--- config.mk ---
export PLATFORM = sky130hd
export DESIGN_NAME = nvm_command_and_protection
export DESIGN_NICKNAME = d
export VERILOG_FILES = /design/src/hw/nvm_pkg.sv /design/src/hw/nvm_command_and_protection.sv
export SDC_FILE = /design/constraint.sdc
export NUM_CORES = 1
export LEC_CHECK = 0
export BUFFER_PORTS_ARGS = -buffer_cell sky130_fd_sc_hd__buf_2
export CORE_ASPECT_RATIO = 1.4
export CORE_MARGIN = 3
export CORE_UTILIZATION = 25
export CTS_CLUSTER_DIAMETER = 50
export DETAILED_ROUTE_END_ITERATION = 12
export GPL_TIMING_DRIVEN = 0
export HOLD_SLACK_MARGIN = 0.12
export PLACE_DENSITY = 0.49
export SLEW_MARGIN = 20
export SYNTH_ARGS = -nofsm -noshare
export SYNTH_HDL_FRONTEND = slang
export SYNTH_SLANG_ARGS = --single-unit
--- constraint.sdc ---
create_clock -name clk -period 7.3 [get_ports clk]
set_input_delay 0.73 -clock clk [delete_from_list [all_inputs] [get_ports clk]]
set_output_delay 0.73 -clock clk [all_outputs]
set_load 0.02 [all_outputs]
--- src/hw/nvm_pkg.sv ---
// Package of register map, field layout and state types for the NVM command front end
package nvm_pkg;

	// Register offsets, byte addresses
	localparam logic [3:0] OFS_CLOCK_DIVIDER    = 4'h0;
	localparam logic [3:0] OFS_SECURITY         = 4'h1;
	localparam logic [3:0] OFS_COMMAND_INDEX    = 4'h2;
	localparam logic [3:0] OFS_RESERVED_ZERO    = 4'h3;
	localparam logic [3:0] OFS_CONFIGURATION    = 4'h4;
	localparam logic [3:0] OFS_ERROR_CONFIG     = 4'h5;
	localparam logic [3:0] OFS_COMMAND_STATUS   = 4'h6;
	localparam logic [3:0] OFS_ERROR_STATUS     = 4'h7;
	localparam logic [3:0] OFS_PFLASH_PROT      = 4'h8;
	localparam logic [3:0] OFS_EEPROM_PROT      = 4'h9;
	localparam logic [3:0] OFS_CMD_OBJ_HIGH     = 4'hA;
	localparam logic [3:0] OFS_CMD_OBJ_LOW      = 4'hB;
	localparam logic [3:0] OFS_RESERVED_ONE     = 4'hC;

	// Field positions
	localparam int BIT_PROTECT_OPEN  = 7;
	localparam int BIT_COMMAND_COMPLETE_FLAG          = 7;
	localparam int BIT_ACCERR        = 5;
	localparam int BIT_PROTECTION_VIOLATION_FLAG        = 4;
	localparam int BIT_MGBUSY        = 3;
	localparam int SIZE_MSB          = 4;
	localparam int INDEX_MSB         = 2;

	// Command object geometry
	localparam int          CMD_WORDS       = 6;
	localparam logic [2:0]  IDX_CMD_WORD    = 3'h0;
	localparam logic [2:0]  IDX_MARGIN_WORD = 3'h1;

	// Command codes
	localparam logic [7:0]  CMD_SET_MARGIN  = 8'h0E;
	localparam logic [7:0]  CMD_ERASE_EE    = 8'h12;
	localparam logic [7:0]  CMD_PROGRAM_EE  = 8'h11;
	localparam logic [7:0]  CMD_ERASE_SECT  = 8'h12;

	// Block select codes in low two bits of word 0
	localparam logic [1:0]  BLK_PFLASH      = 2'h0;
	localparam logic [1:0]  BLK_EEPROM      = 2'h1;

	// Margin settings
	localparam logic [15:0] MARGIN_NORMAL   = 16'h0000;
	localparam logic [15:0] MARGIN_MAX      = 16'h0004;

	// Reset values
	localparam logic [7:0]  RST_STATUS      = 8'h80;
	localparam logic [4:0]  SIZE_FULL       = 5'h1F;
	localparam logic [7:0]  READ_ZERO       = 8'h00;

	// Timing: time spent launching a command against the array, in ns
	localparam int EXEC_TIME_NS = 80;
	localparam int CLK_NS       = 8;
	localparam int EXEC_CYCLES  = (EXEC_TIME_NS + CLK_NS - 1) / CLK_NS;

	typedef enum logic [3:0] {
		ST_LOAD  = 4'h1,
		ST_IDLE  = 4'h2,
		ST_EXEC  = 4'h4,
		ST_DONE  = 4'h8
	} seq_state_t;

	// Register bus request
	typedef struct packed {
		logic [3:0] addr;
		logic [7:0] wdata;
		logic       wr;
		logic       rd;
	} bus_req_t;

	// Array-side command
	typedef struct packed {
		logic        valid;
		logic [7:0]  code;
		logic [15:0] addr_hi;
		logic [15:0] addr_lo;
		logic [15:0] data;
	} array_cmd_t;

	// Margin levels applied to reads
	typedef struct packed {
		logic [2:0] pflash;
		logic [2:0] eeprom;
	} margin_t;

	// Whole module state
	typedef struct packed {
		seq_state_t  state;
		logic [7:0]  clock_div;
		logic [2:0]  index;
		logic [7:0]  config_r;
		logic [1:0]  err_cfg;
		logic        command_complete_flag;
		logic        accerr;
		logic        protection_violation_flag;
		logic        protect_open;
		logic [4:0]  protect_size;
		logic [95:0] cmd_obj;
		logic [3:0]  exec_cnt;
		margin_t     margin;
		logic [7:0]  rdata;
		logic        done;
	} nvm_state_t;

endpackage : nvm_pkg

--- src/hw/nvm_command_and_protection.sv ---
// NVM command front end: register map, command object, EEPROM protection, margin command
// Summary of operation
// - EEPROM protection can only grow: size rises, open bit goes one to zero.
// - With the open bit set, the size field is ignored and nothing is protected.
// - Open bit at bit 7: zero protects, one leaves EEPROM unprotected.
// - Protected area size comes from the low five size bits.
// - Protection byte is loaded from the flash configuration byte after reset is released.
// - A double-bit fault on that load forces full EEPROM protection.
// - Program or erase of protected EEPROM is refused and sets the violation flag.
// - Whole EEPROM erase is refused while any sector is protected.
// - Command object is six 16-bit words behind index, high and low byte registers.
// - Either byte of the indexed word is readable and writable alone.
// - Command object stays locked from launch until the complete flag is set.
// - High byte of word zero is the command code.
// - Indices six and seven ignore writes and read as zero.
// - Margin command code 0x0E, special modes only, block code in low two bits.
// - Margin command applies word one's level to the target, then completes.
// - EEPROM target affects EEPROM reads; flash target affects both.
// - Margin codes zero to four valid, anything else is invalid.
// - Margin-1 biases toward erased state, margin-0 toward programmed state.
`timescale 1ns/1ps
`default_nettype none

module nvm_command_and_protection
	import nvm_pkg::*;
(
	input  wire logic        clk,
	input  wire logic        rst,
	input  wire bus_req_t    bus_req,
	output logic [7:0]       rdata,
	input  wire logic        special_mode,
	input  wire logic [7:0]  cfg_protect_byte,
	input  wire logic        cfg_load_valid,
	input  wire logic        cfg_double_fault,
	output array_cmd_t       array_cmd,
	input  wire logic        array_done,
	output margin_t          read_margin,
	output logic             margin_bias_erased,
	output logic             margin_bias_programmed
);

	nvm_state_t s_r;
	nvm_state_t s_nxt;

	// Pin synchronisers for the mode strap and the array handshake
	logic [1:0] mode_sync_r;
	logic [1:0] done_sync_r;

	always_ff @(posedge clk or posedge rst)
	begin
		if (rst)
		begin
			mode_sync_r <= 2'h0;
			done_sync_r <= 2'h0;
		end
		else
		begin
			mode_sync_r <= {mode_sync_r[0], special_mode};
			done_sync_r <= {done_sync_r[0], array_done};
		end
	end

	// Decoded command fields
	logic [15:0] word0;
	logic [15:0] word1;
	logic [15:0] word_sel;
	logic        idx_valid;
	logic        protected_any;
	logic [5:0]  ee_sector;
	logic        hits_protected;

	always_comb
	begin
		word0     = s_r.cmd_obj[15:0];
		word1     = s_r.cmd_obj[31:16];
		idx_valid = (s_r.index < 3'(CMD_WORDS));
		word_sel  = 16'h0000;
		for (int i = 0; i < CMD_WORDS; i++)
		begin
			if (s_r.index == 3'(i))
			begin
				word_sel = s_r.cmd_obj[i*16 +: 16];
			end
		end
		// Open bit set means no sector protected, whatever the size says
		protected_any  = ~s_r.protect_open;
		// Sector number of the target from the upper address bits
		ee_sector      = s_r.cmd_obj[31:26];
		hits_protected = protected_any && ({1'b0, ee_sector[4:0]} <= {1'b0, s_r.protect_size});
	end

	// Next-state logic
	always_comb
	begin
		logic [7:0] wd;
		logic [4:0] new_size;
		wd       = bus_req.wdata;
		new_size = wd[SIZE_MSB:0];
		s_nxt    = s_r;
		s_nxt.done  = 1'b0;
		s_nxt.rdata = READ_ZERO;

		// Register reads, one cycle latency
		if (bus_req.rd)
		begin
			case (bus_req.addr)
				OFS_CLOCK_DIVIDER:  s_nxt.rdata = s_r.clock_div;
				OFS_COMMAND_INDEX:  s_nxt.rdata = {5'h00, s_r.index};
				OFS_CONFIGURATION:  s_nxt.rdata = s_r.config_r;
				OFS_ERROR_CONFIG:   s_nxt.rdata = {6'h00, s_r.err_cfg};
				OFS_COMMAND_STATUS: s_nxt.rdata = {s_r.command_complete_flag, 1'b0, s_r.accerr, s_r.protection_violation_flag,
					(s_r.state == ST_EXEC), 3'h0};
				OFS_EEPROM_PROT:    s_nxt.rdata = {s_r.protect_open, 2'h0, s_r.protect_size};
				OFS_CMD_OBJ_HIGH:   s_nxt.rdata = word_sel[15:8];
				OFS_CMD_OBJ_LOW:    s_nxt.rdata = word_sel[7:0];
				default:            s_nxt.rdata = READ_ZERO;
			endcase
		end

		case (s_r.state)
			// Reset load of protection byte from the configuration field
			ST_LOAD:
			begin
				if (cfg_load_valid)
				begin
					if (cfg_double_fault)
					begin
						s_nxt.protect_open = 1'b0;
						s_nxt.protect_size = SIZE_FULL;
					end
					else
					begin
						s_nxt.protect_open = cfg_protect_byte[BIT_PROTECT_OPEN];
						s_nxt.protect_size = cfg_protect_byte[SIZE_MSB:0];
					end
					s_nxt.state = ST_IDLE;
				end
			end
			ST_IDLE:
			begin
				if (bus_req.wr)
				begin
					case (bus_req.addr)
						OFS_CLOCK_DIVIDER: s_nxt.clock_div = wd;
						OFS_COMMAND_INDEX: s_nxt.index = wd[INDEX_MSB:0];
						OFS_CONFIGURATION: s_nxt.config_r = wd;
						OFS_ERROR_CONFIG:  s_nxt.err_cfg = wd[1:0];
						OFS_EEPROM_PROT:
						begin
							// Only growth is accepted; shrinking fields hold
							if (new_size > s_r.protect_size)
							begin
								s_nxt.protect_size = new_size;
							end
							if (!wd[BIT_PROTECT_OPEN])
							begin
								s_nxt.protect_open = 1'b0;
							end
						end
						OFS_CMD_OBJ_HIGH:
						begin
							if (idx_valid)
							begin
								s_nxt.cmd_obj[s_r.index*16 + 8 +: 8] = wd;
							end
						end
						OFS_CMD_OBJ_LOW:
						begin
							if (idx_valid)
							begin
								s_nxt.cmd_obj[s_r.index*16 +: 8] = wd;
							end
						end
						OFS_COMMAND_STATUS:
						begin
							// Error flags are write-one-to-clear
							if (wd[BIT_ACCERR])
							begin
								s_nxt.accerr = 1'b0;
							end
							if (wd[BIT_PROTECTION_VIOLATION_FLAG])
							begin
								s_nxt.protection_violation_flag = 1'b0;
							end
							// Launch only with clean error flags
							if (wd[BIT_COMMAND_COMPLETE_FLAG] && !s_r.accerr && !s_r.protection_violation_flag)
							begin
								s_nxt.command_complete_flag     = 1'b0;
								s_nxt.exec_cnt = 4'h0;
								s_nxt.state    = ST_EXEC;
							end
						end
						default: ;
					endcase
				end
			end
			// Command running: object locked, only index writes taken
			ST_EXEC:
			begin
				if (bus_req.wr && bus_req.addr == OFS_COMMAND_INDEX)
				begin
					s_nxt.index = wd[INDEX_MSB:0];
				end
				// Saturate so a slow array cannot wrap the minimum-time count
				if (s_r.exec_cnt < 4'(EXEC_CYCLES))
				begin
					s_nxt.exec_cnt = s_r.exec_cnt + 4'h1;
				end
				case (word0[15:8])
					CMD_SET_MARGIN:
					begin
						if (!mode_sync_r[1] || word1 > MARGIN_MAX)
						begin
							s_nxt.accerr = 1'b1;
						end
						else if (word0[1:0] == BLK_EEPROM)
						begin
							s_nxt.margin.eeprom = word1[2:0];
						end
						else if (word0[1:0] == BLK_PFLASH)
						begin
							s_nxt.margin.pflash = word1[2:0];
							s_nxt.margin.eeprom = word1[2:0];
						end
						else
						begin
							s_nxt.accerr = 1'b1;
						end
						s_nxt.state = ST_DONE;
					end
					CMD_PROGRAM_EE, CMD_ERASE_EE:
					begin
						if (hits_protected || (word0[15:8] == CMD_ERASE_EE && protected_any))
						begin
							s_nxt.protection_violation_flag = 1'b1;
							s_nxt.state  = ST_DONE;
						end
						else if (done_sync_r[1] && s_r.exec_cnt >= 4'(EXEC_CYCLES))
						begin
							s_nxt.state = ST_DONE;
						end
					end
					default:
					begin
						if (done_sync_r[1] && s_r.exec_cnt >= 4'(EXEC_CYCLES))
						begin
							s_nxt.state = ST_DONE;
						end
					end
				endcase
			end
			ST_DONE:
			begin
				s_nxt.command_complete_flag  = 1'b1;
				s_nxt.done  = 1'b1;
				s_nxt.state = ST_IDLE;
			end
			default: s_nxt.state = ST_IDLE;
		endcase
	end

	// State register
	always_ff @(posedge clk or posedge rst)
	begin
		if (rst)
		begin
			s_r              <= '0;
			s_r.state        <= ST_LOAD;
			s_r.command_complete_flag         <= RST_STATUS[BIT_COMMAND_COMPLETE_FLAG];
			s_r.protect_size <= SIZE_FULL;
		end
		else
		begin
			s_r <= s_nxt;
		end
	end

	// Outputs from flip-flops
	always_comb
	begin
		rdata                  = s_r.rdata;
		// A refused command never reaches the array, not even for its first cycle
		array_cmd.valid        = (s_r.state == ST_EXEC) && (word0[15:8] != CMD_SET_MARGIN) && !s_r.protection_violation_flag
			&& !hits_protected && !((word0[15:8] == CMD_ERASE_EE) && protected_any);
		array_cmd.code         = word0[15:8];
		array_cmd.addr_hi      = word0;
		array_cmd.addr_lo      = word1;
		array_cmd.data         = s_r.cmd_obj[47:32];
		read_margin            = s_r.margin;
		// Odd codes are margin-1 (erased bias), even non-zero codes margin-0
		margin_bias_erased     = s_r.margin.eeprom[0];
		margin_bias_programmed = (s_r.margin.eeprom != 3'h0) && !s_r.margin.eeprom[0];
	end

endmodule : nvm_command_and_protection

`default_nettype wire

; ---- Yosys cells after proc, flatten, opt, wreduce, memory -nomap -nowiden
; Index checks and enable logic that the tools add are counted.
; Widths: inputs -> output; s select.
[totals]
reg_bits = 152
elab_cells = 168
[classes]
n_addsub = 4
magnitude_cmp = 6
eq_ne = 40
shifts = 4
mux = 51
bitwise_logic = 3
reduce_logical = 43
[op_table]
columns = op, n
row1 = $bwmux 96, 2
row2 = $mux 96, 2
row3 = $pmux 96 s2, 1
row4 = $shift 8x34->96 const A, 2
row5 = $shiftx 8x34->96, 2
row6 = $mux 134, 1
row7 = $mux 16, 6
row8 = $pmux 8 s8, 1
row9 = $neg 7->34, 1
row10 = $neg 8->34, 1
row11 = $mux 4, 8
row12 = $reduce_and 5->1, 5
row13 = $mux 8, 3
row14 = $ne 2x2->1 const B, 10
row15 = $mux 6, 3
row16 = $eq 4x3->1 const B, 4
row17 = $eq 4x4->1 const B, 4
row18 = $eq 8x5->1 const B, 2
row19 = $gt 16x3->1 const B, 1
row20 = $pmux 4 s2, 2
row21 = $reduce_and 4->1, 4
row22 = $mux 3, 5
row23 = $ne 2x1->1 const B, 7
row24 = $pmux 4 s3, 1
row25 = other kinds (36), 73

; ---- Longest topological paths before layout
; Gate-level depths: netlist of the first run.
[logic_depth]
depth_word = 9
mapped_depth = 11

; ---- Least setup slack after synthesis of the first run
; OpenSTA, ideal clock, no wires.
[synth_timing]
path_type = register -> output
startpoint = register s_r[118] (netlist bit)
endpoint = output port array_cmd[56] (netlist bit)
t_arrival_ns = 2.025
required_time_ns = 6.570
slack_ns = 4.545
stages_incl_launch_ff = 7
path_cell_list = dfstp_2 > inv_1 > ha_1 > nand4_1 > o221ai_1 > a31oi_1 > nor4b_1
[synth_rtl]
columns = element, line_no
row1 = "start, declared", nvm_command_and_protection.sv:42  ; nvm_state_t s_r;
row2 = "start signal, assigned", nvm_command_and_protection.sv:274  ; s_r <= s_nxt;
row3 = "end, declared", nvm_command_and_protection.sv:35  ; output array_cmd_t array_cmd,

==> results of run 1 <==
==> Yosys cell counts (4+ instances only) <==
cell type	instances	area, um2
sky130_fd_sc_hd__o31ai_1	27	202.7
sky130_fd_sc_hd__o221ai_1	12	105.1
sky130_fd_sc_hd__nand4_1	7	43.79
sky130_fd_sc_hd__clkbuf_1	39	146.4
sky130_fd_sc_hd__or3_1	10	62.56
sky130_fd_sc_hd__nand2b_1	10	62.56
sky130_fd_sc_hd__a22oi_1	4	30.03
sky130_fd_sc_hd__o31ai_2	5	62.56
sky130_fd_sc_hd__mux2_2	71	799.5
sky130_fd_sc_hd__nor3_1	11	55.05
sky130_fd_sc_hd__inv_1	30	112.6
sky130_fd_sc_hd__a21o_1	7	52.55
sky130_fd_sc_hd__dfrtp_1	145	3628
sky130_fd_sc_hd__o22ai_1	15	93.84
sky130_fd_sc_hd__a211oi_1	5	37.54
sky130_fd_sc_hd__buf_4	71	533.0
sky130_fd_sc_hd__nor2b_1	10	62.56
sky130_fd_sc_hd__nor2_1	40	150.1
sky130_fd_sc_hd__dfstp_2	7	183.9
sky130_fd_sc_hd__nand3_1	8	40.04
sky130_fd_sc_hd__a31oi_1	11	68.82
sky130_fd_sc_hd__a221o_1	8	80.08
sky130_fd_sc_hd__ha_1	18	225.2
sky130_fd_sc_hd__nor4_1	8	50.05
sky130_fd_sc_hd__mux2i_1	21	210.2
sky130_fd_sc_hd__o21ai_0	35	175.2
sky130_fd_sc_hd__o32ai_1	4	35.03
sky130_fd_sc_hd__nand2_1	111	416.7
sky130_fd_sc_hd__a21oi_1	27	135.1
sky130_fd_sc_hd__a211o_1	4	35.03
sky130_fd_sc_hd__o211ai_1	5	37.54
sky130_fd_sc_hd__buf_2	8	40.04
==> worst max-delay path by stage <==
stage,start,end,cells after the start
floorplan,rst,async pin,1
global route,s_r[135],rdata[4],11
global placement,rst,async pin,2
CTS,s_r[135],rdata[3],10
detailed placement,s_r[135],rdata[3],10
finish,s_r[135],rdata[7],11
==> layout make-up <==
cell class	count	area (um2)	area share, %
Clock inverter	14	195.2	1.910
Timing Repair Buffer	96	503.0	4.922
Clock buffer	18	429.2	4.199
Multi-Input combinational cell	550	3856	37.73
Buffer	123	747.0	7.309
Tap cell	445	556.8	5.448
Sequential cell	152	3812	37.30
Inverter	30	120.1	1.175
==> report_power, final <==
part / leakage [nW] / internal, mW / switching (mW)
sequential: 1.98 / 0.984 / 0.118
combinational: 2.52 / 0.443 / 0.844
clock: 0.305 / 0.575 / 0.375
total: 4.80 / 2.00 / 1.34
==> worst max-delay path: cells and delay by family (launching register included) <==
family / cells / cell delay [ns]
buffers and inverters: 5 / 1.90
AND/OR/NAND/NOR: 1 / 0.29
flip-flops: 1 / 0.37
adder cells (fa/ha/maj): 2 / 0.59
AO/OA/AOI/OAI: 3 / 0.84
==> metal layers <==
layer	global-route usage (%)	vias to the layer above	part of all wire [%]
met5	0	-	0
met4	7.544	0	4.3
met3	3.040	62	5.0
met2	29.44	252	50
met1	20.86	3525	41
li1	-	3264	-
==> kinds of logic (layout without fill, tap and decap cells) <==
family,after synthesis,in the layout,synth area share [%]
AO/OA/AOI/OAI,191,191,15.80
XOR/XNOR,1,1,0.1027
adder cells (fa/ha/maj),18,18,2.641
buffers and inverters,153,281,10.08
flip-flops,152,152,44.71
multiplexers,92,92,11.84
AND/OR/NAND/NOR,248,248,14.82
==> per-stage QoR <==
step,hold slack [ns],setup slack [ns]
after global routing,0.3576,3.111
after detailed placement,0.3385,3.293
after floorplan,0.3312,2.488
after CTS,0.3530,3.284
final,0.3529,3.203
after global placement,0.3358,0.4581
==> cell usage in the layout, fill, tap and decap left out, types with 7 or more instances in the layout <==
| cell type | Yosys | layout |
|---|---|---|
| sky130_fd_sc_hd__o31ai_1 | 27 | 27 |
| sky130_fd_sc_hd__or3_1 | 10 | 10 |
| sky130_fd_sc_hd__mux2_2 | 71 | 71 |
| sky130_fd_sc_hd__ha_1 | 18 | 18 |
| sky130_fd_sc_hd__a21oi_1 | 27 | 27 |
| sky130_fd_sc_hd__clkbuf_16 | 0 | 17 |
| sky130_fd_sc_hd__inv_1 | 30 | 29 |
| sky130_fd_sc_hd__o22ai_1 | 15 | 15 |
| sky130_fd_sc_hd__dfrtp_1 | 145 | 145 |
| sky130_fd_sc_hd__o221ai_1 | 12 | 12 |
| sky130_fd_sc_hd__nor2_1 | 40 | 40 |
| sky130_fd_sc_hd__clkbuf_1 | 39 | 40 |
| sky130_fd_sc_hd__nand4_1 | 7 | 7 |
| sky130_fd_sc_hd__a31oi_1 | 11 | 11 |
| sky130_fd_sc_hd__nand3_1 | 8 | 8 |
| sky130_fd_sc_hd__a221o_1 | 8 | 8 |
| sky130_fd_sc_hd__o21ai_0 | 35 | 35 |
| sky130_fd_sc_hd__mux2i_1 | 21 | 21 |
| sky130_fd_sc_hd__buf_4 | 71 | 71 |
| sky130_fd_sc_hd__nor4_1 | 8 | 8 |
| sky130_fd_sc_hd__nand2b_1 | 10 | 10 |
| sky130_fd_sc_hd__nor2b_1 | 10 | 10 |
| sky130_fd_sc_hd__buf_2 | 8 | 103 |
| sky130_fd_sc_hd__a21o_1 | 7 | 7 |
| sky130_fd_sc_hd__dfstp_2 | 7 | 7 |
| sky130_fd_sc_hd__nand2_1 | 111 | 111 |
| sky130_fd_sc_hd__nor3_1 | 11 | 11 |
==> results.md, run 1 <==
| Quantity | Reported |
|---|---|
| Status | completed |
| Total GRT Usage | 17.08% |
| Via density | 4.974 |
| Maximum number of pins on one net before global-route repair | 88 |
| R2R setup slack | 3.20 ns |
| Endpoint class of the critical path | flip-flop |
| Detail Placement HPWL | 23.71 mm |
| Leakage | 4.805 nW |
| I/O pin total | 101 |
| Number of cell instances on the worst register-to-register path | 11 |
| Wire length of the first global-routing pass | 46.20 mm |
| Final-report setup violation count | 0 |
| Top flip-flop cell by instance count after synthesis | sky130_fd_sc_hd__dfrtp_1 |
| Inst Count DP | 1396 |
| Final number of max-transition violations | 0 |
| Worst path max stage delay | 0.54 ns |
| Post-Layout Cell Count | 1428 |
| Post-layout net count | 1016 |
| Count of warnings emitted by yosys | 0 |
| RSZ-0062 raised after global routing | no |
| Placed cell area | 9594 um2 |
| Most frequent cell on the critical path | sky130_fd_sc_hd__clkbuf_1 |
| Critical path data required time | 7.63 ns |
| DIE AREA | 36390 um2 |
| Root cell of the clock tree | sky130_fd_sc_hd__clkbuf_16 |
| Overall die height | 224.5 um |
| Fraction of layout cells with a size suffix above 1 | 31.54% |
| Post-route ant nets | 0 |
| Starting DRC count in detailed routing | 612 |
| Area grow syn2layout | 19.85% |
| Startpoint of the worst register-to-register path | s_r[135] |
| Number of flip-flops and latches in the synthesized netlist | 152 |
| Share of the clock period used by the worst path | 56.12% |
| Clock tree from TritonCTS | yes |
| Cell chain of the critical path | clkbuf_1 -> inv_1 -> clkbuf_1 -> ha_1 -> ha_1 -> inv_1 -> clkbuf_1 -> o221ai_1 -> nor3_1 -> o221ai_1 -> a31oi_1 |
| Worst rel slew slack | 36.27% |
| Buffers added on ports | 95 |
| Setup bufs post-CTS | 0 |
| Sum of overflow across all layers after global routing | 0 |
| Clk Latency, worst-skew pair | 0.44 ns |
| Number of filler instances in the final layout | 3569 |
| Sink of the worst hold path | mode_sync_r[1] |
| Peak clock frequency supported by timing | 244.1 MHz |
| Worst IR Drop VDD | 170.5 uV |
| Summed area of non-filler cells in the final layout | 10220 um2 |
| Clock H-tree levels | 4 |
| Sequential fraction of the synthesis area | 44.71% |
| Worst Setup Path Type | reg -> reg |
| Total power of the final layout | 3.338 mW |
| Total CTS buffers | 17 |
| Clock tree buffer depth | 2 |
| Clock sink total | 152 |
| Distinct cell type count of the synthesized netlist | 76 |
| Total DRC errors in the routed layout | 0 |
| Average cell area after synthesis | 9.973 um2 |
| Reg-to-reg endpoint | rdata[7] |
| Worst-path fanout max | 11 |
| Total power density per cell area | 326.6 nW/um2 |
| Share of synthesized registers carrying an async set or reset | 100.0% |
| Starting Density | 25.52% |
| Routed Wire Length | 30.85 mm |
| Cell count of the worst hold path | 0 |
| Final RePlAce weighted congestion | 0.9545 |
| Number of global-route vias before repair | 7153 |
| Number of detailed-route iterations in the first pass | 5 |
| Via count | 7103 |
| Post-Synthesis Cell Area | 8527 um2 |
| Startpoint type of the worst setup path | flip-flop |
| Path type of the worst min-delay path | reg -> reg |
| Transition time of the tightest slew-check pin | 0.9496 ns |
| Launch instance of the worst min-delay path | mode_sync_r[0] |
| Clock-pin slew on the worst setup and hold paths | 0.07 ns |
| Max Cap Violations | 0 |
| Layout Utilization | 30.59% |
| Final min period | 4.097 ns |
| Final antenna diode count | 0 |
| Library cell contributing the largest single delay on the critical path | sky130_fd_sc_hd__clkbuf_1 |
| Accumulated negative setup slack | 0 ns |
| Initial antenna violation count | 0 |
| Arrival time at the worst endpoint | 4.43 ns |
| Net count after synthesis | 901 |
| Setup Skew | 0.01394 ns |
| Post-Synthesis Cells | 855 |
| Post-CTS Hold Fix Bufs | 0 |
| Post_cts resized | 0 |
| Post-DR wirelength/cell | 21.60 um |
| Placeable core area | 33410 um2 |
| Count of flip-flops with a built-in enable after synthesis | 0 |
| Total number of placement rows | 79 |
| DIE WIDTH | 162.1 um |
| Number of hold-slack violations in the final timing report | 0 |
(Power assumes the default switching activity.)
==> run 2: changes to the inputs <==
==> constraint.sdc (replaced) <==
create_clock -name clk -period 4.2 [get_ports clk]
set_input_delay 0.42 -clock clk [delete_from_list [all_inputs] [get_ports clk]]
set_output_delay 0.42 -clock clk [all_outputs]
set_load 0.02 [all_outputs]
==> run 2 against run 1 <==
Die area unchanged. Highest routed layer unchanged. Register-to-register slack got worse by 3.1 ns. Maximum frequency decreased by 0.18%. Core utilization up 0.22 points. Via count rose by 0.18%. Critical path depth stayed put. Clock skew decreased by 0.0016 ns. Clock-buffer cell count grew 2. Flip-flop and latch count unchanged. Sequential power up 75%. Combinational power up 74%.
==> results.md, run 2 (synthesis gave the netlist of run 1 again) <==
| Quantity | Reported | Change |
|---|---|---|
| DIE WIDTH | 162.1 um | unchanged |
| Post_cts resized | 0 | unchanged |
| Starting Density | 25.52% | unchanged |
| Arrival time at the worst endpoint | 4.38 ns | -0.05 ns |
| Total DRC errors in the routed layout | 0 | unchanged |
| Area grow syn2layout | 20.70% |  |
| Via density | 4.955 | -0.38% |
| Peak clock frequency supported by timing | 243.7 MHz | -0.18% |
| Post-route ant nets | 0 | unchanged |
| Placed cell area | 9664 um2 | +0.73% |
| Clock tree buffer depth | 2 | unchanged |
| Final antenna diode count | 0 | unchanged |
| Post-layout net count | 1024 | +0.79% |
| Total GRT Usage | 17.40% | +0.32 points |
| Sum of overflow across all layers after global routing | 0 | unchanged |
| Worst IR Drop VDD | 346.6 uV | +100% |
| Endpoint class of the critical path | flip-flop |  |
| Most frequent cell on the critical path | sky130_fd_sc_hd__clkbuf_1 |  |
| Number of detailed-route iterations in the first pass | 5 | unchanged |
| Status | completed |  |
| Worst path max stage delay | 0.61 ns | +0.07 ns |
| Detail Placement HPWL | 24.24 mm | +2.2% |
| Cell chain of the critical path | clkbuf_1 -> inv_1 -> clkbuf_1 -> ha_1 -> ha_1 -> clkbuf_1 -> nand2b_1 -> o22ai_1 -> a21oi_1 -> a222oi_1 -> a21oi_1 |  |
| Clock tree from TritonCTS | yes |  |
| Worst-path fanout max | 11 | unchanged |
| Total CTS buffers | 17 | unchanged |
| I/O pin total | 101 | unchanged |
| Share of the clock period used by the worst path | 97.71% | +42 points |
| Crit-path leading delay family | buffers and inverters |  |
| Path type of the worst min-delay path | in -> reg |  |
| Final number of max-transition violations | 0 | unchanged |
| Clk Latency, worst-skew pair | 0.44 ns | about the same |
| Final min period | 4.104 ns | +0.007231 ns |
| Fraction of layout cells with a size suffix above 1 | 31.48% | -0.053 points |
| Post-CTS Hold Fix Bufs | 4 | +4 |
| Worst Setup Path Type | reg -> reg |  |
| Transition time of the tightest slew-check pin | 0.9217 ns | -0.02794 ns |
| Clock sink total | 152 | unchanged |
| Critical path data required time | 4.48 ns | -3.15 ns |
| Crit path buffers/inverters | 4 | -1 |
| Total number of placement rows | 79 | unchanged |
| Startpoint type of the worst setup path | flip-flop |  |
| Wire length of the first global-routing pass | 46.96 mm | +1.6% |
| Via count | 7116 | +0.18% |
| Root cell of the clock tree | sky130_fd_sc_hd__clkbuf_16 |  |
| Number of hold-slack violations in the final timing report | 0 | unchanged |
| Post-DR wirelength/cell | 21.83 um | +1.1% |
| Max Cap Violations | 0 | unchanged |
| Initial antenna violation count | 0 | unchanged |
| Maximum number of pins on one net before global-route repair | 32 | -64% |
| RSZ-0062 raised after global routing | no |  |
| Starting DRC count in detailed routing | 635 | +3.8% |
| Worst rel slew slack | 38.40% | +2.1 points |
| Commonest cells after routing, fill and taps aside | sky130_fd_sc_hd__dfrtp_1 (145), sky130_fd_sc_hd__nand2_1 (111), sky130_fd_sc_hd__buf_2 (103), sky130_fd_sc_hd__mux2_2 (71), sky130_fd_sc_hd__buf_4 (71) |  |
| Setup bufs post-CTS | 0 | unchanged |
| Routed Wire Length | 31.35 mm | +1.6% |
| Final-report setup violation count | 0 | unchanged |
| Number of global-route vias before repair | 7225 | +1.0% |
| Overall die height | 224.5 um | unchanged |
| Final RePlAce weighted congestion | 0.9514 | -0.32% |
| DIE AREA | 36390 um2 | unchanged |
| Total power density per cell area | 557.4 nW/um2 | +71% |
| Clock-pin slew on the worst setup and hold paths | 0.07 ns | about the same |
| Placeable core area | 33410 um2 | unchanged |
| Buffers added on ports | 95 | unchanged |
| Setup Skew | 0.01238 ns | -0.001560 ns |
| Library cell contributing the largest single delay on the critical path | sky130_fd_sc_hd__a222oi_1 |  |
| Commonest non-fill, non-tap cell in the layout | sky130_fd_sc_hd__dfrtp_1 |  |
| Accumulated negative setup slack | 0 ns | unchanged |
| Summed area of non-filler cells in the final layout | 10290 um2 | +0.71% |
| Clock H-tree levels | 4 | unchanged |
| Total power of the final layout | 5.737 mW | +72% |
| Leakage | 4.829 nW | +0.50% |
-- run 2: final cells by class --
cell class	instances	area [um2]
well taps	445	556.8
plain buffers	123	747.0
fillers	3607	23120
inverters	30	116.4
clock inverters	12	151.4
repair buffers	104	615.6
multi-input cells	550	3856
flip-flops and latches	152	3812
clock buffers	20	436.7
-- run 2: routing by layer --
metal | wire length [um] | global-route usage [%]
met5 | 0 | 0
met4 | 905 | 6.415
met3 | 1420 | 2.469
met2 | 16150 | 30.84
met1 | 12870 | 21.45
-- run 2: path summary, 6_finish.rpt --
path,start,endpoint,slack [ns],cells past startpoint
max reg2reg,s_r[135],rdata[3],0.1,11
max in group asynchronous,rst,s_r[118],2.67,6
min reg2reg,done_sync_r[0],done_sync_r[1],0.36,0
max,s_r[135],rdata[3],0.1,11
min,cfg_double_fault,s_r[120],0.35,3
min in group asynchronous,rst,s_r[140],0.53,3
-- run 2: report_power, final --
part / switching (mW) / leakage [nW] / internal, mW
registers: 0.207 / 1.98 / 1.71
clock network: 0.642 / 0.284 / 0.933
logic: 1.47 / 2.56 / 0.779
-- run 2: through the flow --
step	instances	hold WS (ns)	setup slack, ns	util (%)
after floorplan	855	0.3312	1.466	-
after detailed placement	1400	0.3386	0.1962	28.93
final	1436	0.3480	0.09604	30.81
after global routing	1436	0.3591	0.02111	30.81
after global placement	1395	0.3411	0.1720	28.62
after CTS	1436	0.3286	0.1864	30.81
-- run 2: worst register-to-register path, delay by kind of cell, from the launching register on --
kind | cells | cell delay, ns
AOI/OAI and AO/OA | 4 | 1.17
adders and majority gates | 2 | 0.58
buffers and inverters | 4 | 1.46
DFF | 1 | 0.37
and+or+nand+nor | 1 | 0.36
